[config.mk]
export PLATFORM = sky130hd
export DESIGN_NAME = pirq_top
export DESIGN_NICKNAME = d
export VERILOG_FILES = /design/src/logic/pirq_pkg.sv /design/src/logic/pirq_evt_if.sv /design/src/logic/pirq_top.sv /design/src/logic/pirq_edge_detect.sv
export SDC_FILE = /design/constraint.sdc
export NUM_CORES = 1
export LEC_CHECK = 0
export BUFFER_PORTS_ARGS = -buffer_cell sky130_fd_sc_hd__buf_2
export CAP_MARGIN = 40
export CORE_UTILIZATION = 54
export CTS_BUF_LIST = sky130_fd_sc_hd__clkbuf_2 sky130_fd_sc_hd__clkbuf_4 sky130_fd_sc_hd__clkbuf_8
export CTS_CLUSTER_DIAMETER = 40
export CTS_CLUSTER_SIZE = 16
export DETAILED_ROUTE_END_ITERATION = 6
export GPL_TIMING_DRIVEN = 0
export PLACE_DENSITY = 0.95
export SLEW_MARGIN = 15
export SYNTH_ARGS = -nofsm -noshare
export SYNTH_HDL_FRONTEND = slang
export SYNTH_SLANG_ARGS = --single-unit
[constraint.sdc]
create_clock -name core_clk -period 4.1 [get_ports core_clk]
set_input_delay 0.205 -clock core_clk [delete_from_list [all_inputs] [get_ports core_clk]]
set_output_delay 0.205 -clock core_clk [all_outputs]
set_load 0.05 [all_outputs]
[src/logic/pirq_pkg.sv]
// Shared constants and types for the pulse interrupt configuration block.
// Assumes a device-internal register port on the same clock as the block.
package pirq_pkg;
    typedef logic [11:0] pirq_addr_t;
    typedef logic [31:0] pirq_word_t;

    localparam pirq_addr_t PIRQ_CFG_OFF    = 12'h30F;
    localparam pirq_addr_t PIRQ_STAT_OFF   = 12'h310;
    localparam pirq_word_t PIRQ_CFG_RESET  = 32'h0000_8000;
    localparam pirq_word_t PIRQ_CFG_WMASK  = 32'h0000_8FBF;
    localparam logic [8:0] PIRQ_FLAG_RESET = 9'h100;
    localparam int         PIRQ_POL_LSB    = 8;
    localparam int         PIRQ_OD_BIT     = 15;
    localparam int         PIRQ_RST_FLAG   = 8;
    localparam int         PIRQ_NUM_PULSE  = 4;
endpackage : pirq_pkg

[src/logic/pirq_evt_if.sv]
// Carries edge polarity in and one-cycle event strobes out of the edge detector.
// Assumes both ends run on core_clk.
`timescale 1ns/1ps
interface pirq_evt_if;
    logic [3:0] pol;
    logic [7:0] evt;
    modport src (input pol, output evt);
    modport dst (output pol, input evt);
endinterface : pirq_evt_if

[src/logic/pirq_top.sv]
// Interrupt configuration register, event flags and interrupt pin drive.
// Assumes a register port on core_clk from the serial host interface.
//
// Operation
// - Enable bit 0 raises an interrupt on the active-energy pulse leading edge.
// - Enable bit 1 raises an interrupt on the reactive-energy pulse leading edge.
// - Enable bit 2 raises an interrupt on the auxiliary Y pulse leading edge.
// - Enable bit 3 raises an interrupt on the auxiliary X pulse leading edge.
// - Enable bit 4 raises an interrupt when an accumulation interval ends.
// - Compute pass end sets status flag bit 5.
// - Enable bit 7 raises an interrupt when supply status changes.
// - Polarity bits 11:8 pick falling (0) or rising (1) edge per pulse.
// - Bit 15 makes the active-low interrupt pin open drain, else push-pull.
// - Status flags clear automatically after the host reads the status register.
`timescale 1ns/1ps
module pirq_top (
    input  wire logic             core_clk,
    input  wire logic             reset,
    input  wire pirq_pkg::pirq_addr_t reg_addr,
    input  wire logic             reg_wr,
    input  wire logic             reg_rd,
    input  wire pirq_pkg::pirq_word_t reg_wdata,
    output      pirq_pkg::pirq_word_t reg_rdata,
    input  wire logic             active_energy_pulse,
    input  wire logic             reactive_energy_pulse,
    input  wire logic             aux_x_pulse,
    input  wire logic             aux_y_pulse,
    input  wire logic             data_ready_evt,
    input  wire logic             compute_done_evt,
    input  wire logic             system_supply,
    output      logic             irq_n_out,
    output      logic             irq_n_oe
);
    import pirq_pkg::*;

    pirq_word_t irq_config_reg;
    logic [8:0] flags_reg;
    logic [8:0] flags_next;
    logic [8:0] en_map;
    logic       irq_reg;
    pirq_word_t rdata_reg;
    pirq_word_t stat_view;
    logic       rd_stat;
    logic       wr_cfg;

    pirq_evt_if evt_bus ();

    function automatic logic addr_hit(input pirq_addr_t a, input pirq_addr_t off);
        addr_hit = (a == off);
    endfunction : addr_hit

    pirq_edge_detect u_edge (
        .core_clk         (core_clk),
        .reset            (reset),
        .pulse_in         ({aux_y_pulse, aux_x_pulse, reactive_energy_pulse,
                            active_energy_pulse}),
        .data_ready_evt   (data_ready_evt),
        .compute_done_evt (compute_done_evt),
        .system_supply    (system_supply),
        .evt_bus          (evt_bus.src)
    );

    // **********************************************************************
    // Configuration register.
    // **********************************************************************
    assign wr_cfg      = reg_wr & addr_hit(reg_addr, PIRQ_CFG_OFF);
    assign rd_stat     = reg_rd & addr_hit(reg_addr, PIRQ_STAT_OFF);
    assign evt_bus.pol = irq_config_reg[PIRQ_POL_LSB +: 4];

    always_ff @(posedge core_clk) begin
        if (reset) begin
            irq_config_reg <= PIRQ_CFG_RESET;
        end else if (wr_cfg) begin
            irq_config_reg <= reg_wdata & PIRQ_CFG_WMASK;
        end
    end

    // **********************************************************************
    // Event flags, cleared on read with new events winning.
    // **********************************************************************
    assign flags_next = (flags_reg & ~{9{rd_stat}}) | {1'b0, evt_bus.evt};

    always_ff @(posedge core_clk) begin
        if (reset) begin
            flags_reg <= PIRQ_FLAG_RESET;
        end else begin
            flags_reg <= flags_next;
        end
    end

    assign stat_view = {7'h00, flags_reg[PIRQ_RST_FLAG], 2'b00, flags_reg[5:0],
                        7'h00, flags_reg[PIRQ_RST_FLAG], flags_reg[7:0]};

    always_ff @(posedge core_clk) begin
        if (reset) begin
            rdata_reg <= 32'h0000_0000;
        end else if (reg_rd) begin
            if (addr_hit(reg_addr, PIRQ_CFG_OFF)) begin
                rdata_reg <= irq_config_reg;
            end else if (addr_hit(reg_addr, PIRQ_STAT_OFF)) begin
                rdata_reg <= stat_view;
            end else begin
                rdata_reg <= 32'h0000_0000;
            end
        end
    end
    assign reg_rdata = rdata_reg;

    // **********************************************************************
    // Interrupt request and pin drive.
    // **********************************************************************
    // Flag bit 2 is the X pulse and bit 3 the Y pulse; their enables are swapped.
    assign en_map = {1'b0, irq_config_reg[7], 1'b0, irq_config_reg[5],
                     irq_config_reg[4], irq_config_reg[2], irq_config_reg[3],
                     irq_config_reg[1], irq_config_reg[0]};

    always_ff @(posedge core_clk) begin
        if (reset) begin
            irq_reg <= 1'b0;
        end else begin
            irq_reg <= |(flags_next & en_map);
        end
    end

    assign irq_n_out = irq_config_reg[PIRQ_OD_BIT] ? 1'b0 : ~irq_reg;
    assign irq_n_oe  = irq_config_reg[PIRQ_OD_BIT] ? irq_reg : 1'b1;

    // **********************************************************************
    // Assertions.
    // **********************************************************************
    property p_active_rise;
        @(posedge core_clk) disable iff (reset)
        $rose(active_energy_pulse) && irq_config_reg[8] && irq_config_reg[0] |-> ##1 irq_reg;
    endproperty
    a_active_rise: assert property (p_active_rise) else $error("Active pulse irq missing.");

    property p_reactive_fall;
        @(posedge core_clk) disable iff (reset)
        $fell(reactive_energy_pulse) && !irq_config_reg[9] && irq_config_reg[1]
            |-> ##1 irq_reg;
    endproperty
    a_reactive_fall: assert property (p_reactive_fall) else $error("Reactive irq missing.");

    property p_aux_y;
        @(posedge core_clk) disable iff (reset)
        $fell(aux_y_pulse) && !irq_config_reg[11] && irq_config_reg[2] |=> irq_reg && flags_reg[3];
    endproperty
    a_aux_y: assert property (p_aux_y) else $error("Aux Y irq missing.");

    property p_aux_x;
        @(posedge core_clk) disable iff (reset)
        $rose(aux_x_pulse) && irq_config_reg[10] && irq_config_reg[3] |=> irq_reg && flags_reg[2];
    endproperty
    a_aux_x: assert property (p_aux_x) else $error("Aux X irq missing.");

    property p_data_ready;
        @(posedge core_clk) disable iff (reset)
        data_ready_evt && irq_config_reg[4] && !wr_cfg |=> irq_reg;
    endproperty
    a_data_ready: assert property (p_data_ready) else $error("Data ready irq missing.");

    property p_compute_irq;
        @(posedge core_clk) disable iff (reset)
        compute_done_evt && irq_config_reg[5] && !wr_cfg |=> irq_reg;
    endproperty
    a_compute_irq: assert property (p_compute_irq) else $error("Compute irq missing.");

    property p_compute_flag;
        @(posedge core_clk) disable iff (reset)
        compute_done_evt |=> flags_reg[5] && stat_view[21];
    endproperty
    a_compute_flag: assert property (p_compute_flag) else $error("Compute flag not set.");

    property p_supply;
        @(posedge core_clk) disable iff (reset)
        evt_bus.evt[7] && irq_config_reg[7] && !wr_cfg |=> irq_reg && flags_reg[7];
    endproperty
    a_supply: assert property (p_supply) else $error("Supply change irq missing.");

    property p_wrong_edge;
        @(posedge core_clk) disable iff (reset)
        $rose(active_energy_pulse) && !irq_config_reg[8] && !flags_reg[0] |=> !flags_reg[0];
    endproperty
    a_wrong_edge: assert property (p_wrong_edge) else $error("Wrong edge set a flag.");

    property p_pin_drive;
        @(posedge core_clk) disable iff (reset)
        irq_config_reg[PIRQ_OD_BIT] ? (irq_n_oe == irq_reg && !irq_n_out)
                                    : (irq_n_oe && irq_n_out == !irq_reg);
    endproperty
    a_pin_drive: assert property (p_pin_drive) else $error("Interrupt pin drive wrong.");

    property p_clear_on_read;
        @(posedge core_clk) disable iff (reset)
        rd_stat && evt_bus.evt == 8'h00
            |=> flags_reg == 9'h000 ##1 !irq_reg || $past(evt_bus.evt) != 8'h00;
    endproperty
    a_clear_on_read: assert property (p_clear_on_read) else $error("Flags not cleared.");

    c_pulse_irq: cover property (@(posedge core_clk) disable iff (reset)
        $rose(aux_x_pulse) ##1 irq_reg);
    c_read_clear: cover property (@(posedge core_clk) disable iff (reset)
        flags_reg != 9'h000 && rd_stat ##1 flags_reg == 9'h000);
    c_open_drain: cover property (@(posedge core_clk) disable iff (reset)
        irq_config_reg[PIRQ_OD_BIT] && irq_n_oe);
    c_set_and_clear: cover property (@(posedge core_clk) disable iff (reset)
        rd_stat && compute_done_evt ##1 flags_reg[5]);
endmodule : pirq_top

[src/logic/pirq_edge_detect.sv]
// Edge detection of the four meter pulses and the supply status.
// Assumes pulses come from core_clk logic and supply status from an analog comparator.
`timescale 1ns/1ps
module pirq_edge_detect (
    input  wire logic core_clk,
    input  wire logic reset,
    input  wire logic [3:0] pulse_in,
    input  wire logic data_ready_evt,
    input  wire logic compute_done_evt,
    input  wire logic system_supply,
    pirq_evt_if.src   evt_bus
);
    import pirq_pkg::*;

    logic [3:0] pulse_prev_reg;
    logic       supply_meta_reg;
    logic       supply_sync_reg;
    logic       supply_prev_reg;
    logic [2:0] supply_arm_reg;
    logic [3:0] pulse_evt;

    always_ff @(posedge core_clk) begin
        if (reset) begin
            pulse_prev_reg <= 4'h0;
        end else begin
            pulse_prev_reg <= pulse_in;
        end
    end

    // **********************************************************************
    // Supply status synchroniser and change detector.
    // **********************************************************************
    always_ff @(posedge core_clk) begin
        if (reset) begin
            supply_meta_reg <= 1'b0;
            supply_sync_reg <= 1'b0;
            supply_prev_reg <= 1'b0;
            supply_arm_reg  <= 3'h0;
        end else begin
            supply_meta_reg <= system_supply;
            supply_sync_reg <= supply_meta_reg;
            supply_prev_reg <= supply_sync_reg;
            supply_arm_reg  <= {supply_arm_reg[1:0], 1'h1};
        end
    end

    // Each pulse fires on the edge its polarity bit selects.
    for (genvar i = 0; i < PIRQ_NUM_PULSE; i++) begin : g_edge
        assign pulse_evt[i] = evt_bus.pol[i] ? (pulse_in[i] & ~pulse_prev_reg[i])
                                             : (~pulse_in[i] & pulse_prev_reg[i]);
    end

    // Change detection waits until the synchroniser holds real samples, so no false
    // supply change follows reset.
    assign evt_bus.evt = {supply_arm_reg[2] & (supply_sync_reg ^ supply_prev_reg), 1'b0,
                          compute_done_evt, data_ready_evt, pulse_evt};
endmodule : pirq_edge_detect

==> run metrics <==
status=complete, no violations; Crit path largest cell delay=between 400 and 500 ps; Async S/R FF share, synth=0%; Port-buffer cells=between 50 and 60; Slew @ Worst Pin=around 580 ps; Worst Hold End=u_edge.supply_meta_reg; worst path required time=4330 ps; Final #Nets=roughly 380; Max Cap Violations=0; EDFF count, synth=0; Vias=1998; Die H=approximately 66 um; clock slew at reported path FFs=90 ps; reg2reg path depth=4; drt total wl=5.10 mm; CTS resizes=0; internal reg-to-reg setup slack=around 2700 ps; Setup Crit Path Kind=input port to flop; GRT Overall Usage=about a quarter; final HPWL from detailed placement=between 3 and 4 mm; CTS buffer count=5; max reg flops=20; H-tree levels=2; met3 usage in global routing=~6.7%; Initial Utilization=~60%; initial DRC count=155; RSZ-0062 raised after global routing=false; setup slack at placement=around 2400 ps; Inst Count DP=361; worst hold path class=input port to flop; Post-CTS Setup Inserts=0; total power=approximately 1 mW; first-pass GRT wire length=roughly 8 mm; Most used DFF post-synth=dfxtp_1; CTS tree=built; setup skew after layout=about 4.7 ps; Clock Tree Root=clkbuf_8; Worst Path Arrival=approximately 1700 ps; Final Cycle Share=approximately 35%; syn_area_per_cell=approximately 9 um2; met1 Resource Use GR=32.4%; Mapped Area=roughly 0.0022 mm2; yosys warns=0; Slew headroom=61.6%; Die ar.=0.00438 mm2; P_leak=1.13 nW; Layout area overhead=22.8%; worst-skew pair later-pin latency=310 ps; post-DR vias/cell=about 5.4; Hold Startpoint=system_supply; final slew viol count=0; Seq/Total Area, Yosys=46.8%; Setup crit start=reg_addr[5]; number of standard cells after synthesis=about 250; final setup fails=0; Worst setup EP type=flop; Worst Path Max Fanout=10; Most Crowded Layer GR=met2; worst vdd ir=approximately 0.18 mV; share of cells above drive strength 1=around 29%; diode count=0; Critical R2R Capture=irq_reg; initial antenna violation count=0; Layout Cells excl Fill=approximately 370; vias in the first global route=approximately 1800; First-pass DRT Iterations=4; DRC Markers=0; WHS Path Cells=2; Core ar.=0.00380 mm2; crit start category=input port; row count=22; RR Startpoint=irq_config_reg[10]; flops & latches, synth=between 50 and 60; worst path cell trace=buf_2 -> or3_4 -> nor4_4 -> buf_6 -> a22oi_1 -> a211oi_2; Netlist cell types=between 40 and 50; total power per unit cell area=about 370 mW/mm2; largest net degree at the start of global routing=16; CTS sink cnt=between 50 and 60; achievable frequency=about 690 MHz; clk buf depth=2; DR WL/cell=between 10 and 15 um; Die W=about 66 um; IO Count=89; min cycle time layout=1450 ps; endpoints failing hold=0; Routed Antenna Nets=0; GPL Wtd Cong=0.840; setup_tns=0 ps; CP max-delay cell=nor4_4; fin worst setup slack=about 2600 ps; global route total overflow=0; GR Layer Usage met2=between 30% and 40%; hold-fix buffers at CTS=0
[cells by family after synthesis]
kind of cell	count (synthesis)	share of synthesized area (%)
and+or+nand+nor	91	24.0
other	1	0.169
buffers and inverters	31	8.38
AOI/OAI and AO/OA	70	20.3
DFF	52	46.8
xor gates and xnor gates	1	0.394
[metrics by stage]
stage	area (um2)	util, %	hold WS (ps)
2_1_floorplan	2270	-	302
6_report	2730	71.9	104
3_3_place_gp	2610	68.6	416
3_5_place_dp	2610	68.6	423
5_1_grt	2730	71.9	124
4_1_cts	2730	71.9	98.0
[Yosys cell counts (all sizes together) (3+ instances only)]
| library cell | instances | area share, % |
|---|---|---|
| nand2b | 17 | 4.8 |
| nor3b | 4 | 1.6 |
| a22oi | 11 | 3.7 |
| o22ai | 3 | 0.84 |
| a211oi | 7 | 3.3 |
| o21ai | 13 | 3.1 |
| a21oi | 28 | 6.3 |
| nor2 | 17 | 2.9 |
| clkbuf | 7 | 1.2 |
| nand2 | 5 | 0.84 |
| nand3 | 26 | 5.8 |
| inv | 3 | 0.51 |
| nor2b | 10 | 2.8 |
| buf | 21 | 6.7 |
| dfxtp | 52 | 47 |
[power breakdown]
| part | internal (mW) | switching (mW) | total (mW) |
|---|---|---|---|
| Sequential | 0.516 | 0.00753 | 0.524 |
| Combinational | 0.0382 | 0.0747 | 0.113 |
| Clock | 0.215 | 0.165 | 0.381 |
[critical path, delay by kind of cell]
| kind | cells | cell delay [ps] |
|---|---|---|
| AOI/OAI and AO/OA | 2 | 310 |
| and+or+nand+nor | 2 | 840 |
| buffers and inverters | 2 | 320 |
[layout make-up]
cell class / count / area, um2
plain buffers: 28 / 175
inverters: 3 / 11.3
repair buffers: 56 / 280
clock buffers: 7 / 96.3
flip-flops and latches: 52 / 1040
multi-input cells: 174 / 1040
clock inverters: 1 / 30.0
fillers: 292 / 1070
well taps: 48 / 60.1
[per-layer routing]
layer | vias to the layer above | wire length [um]
li1 | 1009 | -
met1 | 885 | 2300
met2 | 88 | 2320
met3 | 16 | 353
met4 | 0 | 113
met5 | - | 0
[placed cells by master (no fill, tap or decap), types with 2 or more instances in the layout]
master	count
inv_1	3
clkbuf_1	7
o22ai_1	3
buf_4	14
clkbuf_8	7
a211oi_1	3
nor2_1	17
nand2b_1	17
buf_1	3
nand4_1	2
buf_6	2
nor2b_1	10
dfxtp_1	52
a21oi_1	28
a221oi_1	2
a22oi_1	11
o21ai_0	3
and3_1	2
conb_1	12
nand3_1	26
o21ai_1	9
a211oi_2	4
buf_2	58
nand2_1	5
nor3b_1	3
[worst max-delay path by stage]
| stage | depth (start not counted) | slack [ps] | to |
|---|---|---|---|
| floorplan | 5 | 2570 | irq_config_reg[2] |
| global placement | 6 | 2390 | irq_config_reg[8] |
| detailed placement | 6 | 2370 | reg_rdata[2] |
| CTS | 6 | 2660 | reg_rdata[2] |
| global route | 5 | 2590 | flags_reg[2] |
| finish | 6 | 2650 | reg_rdata[1] |
(Power assumes the default switching activity.)
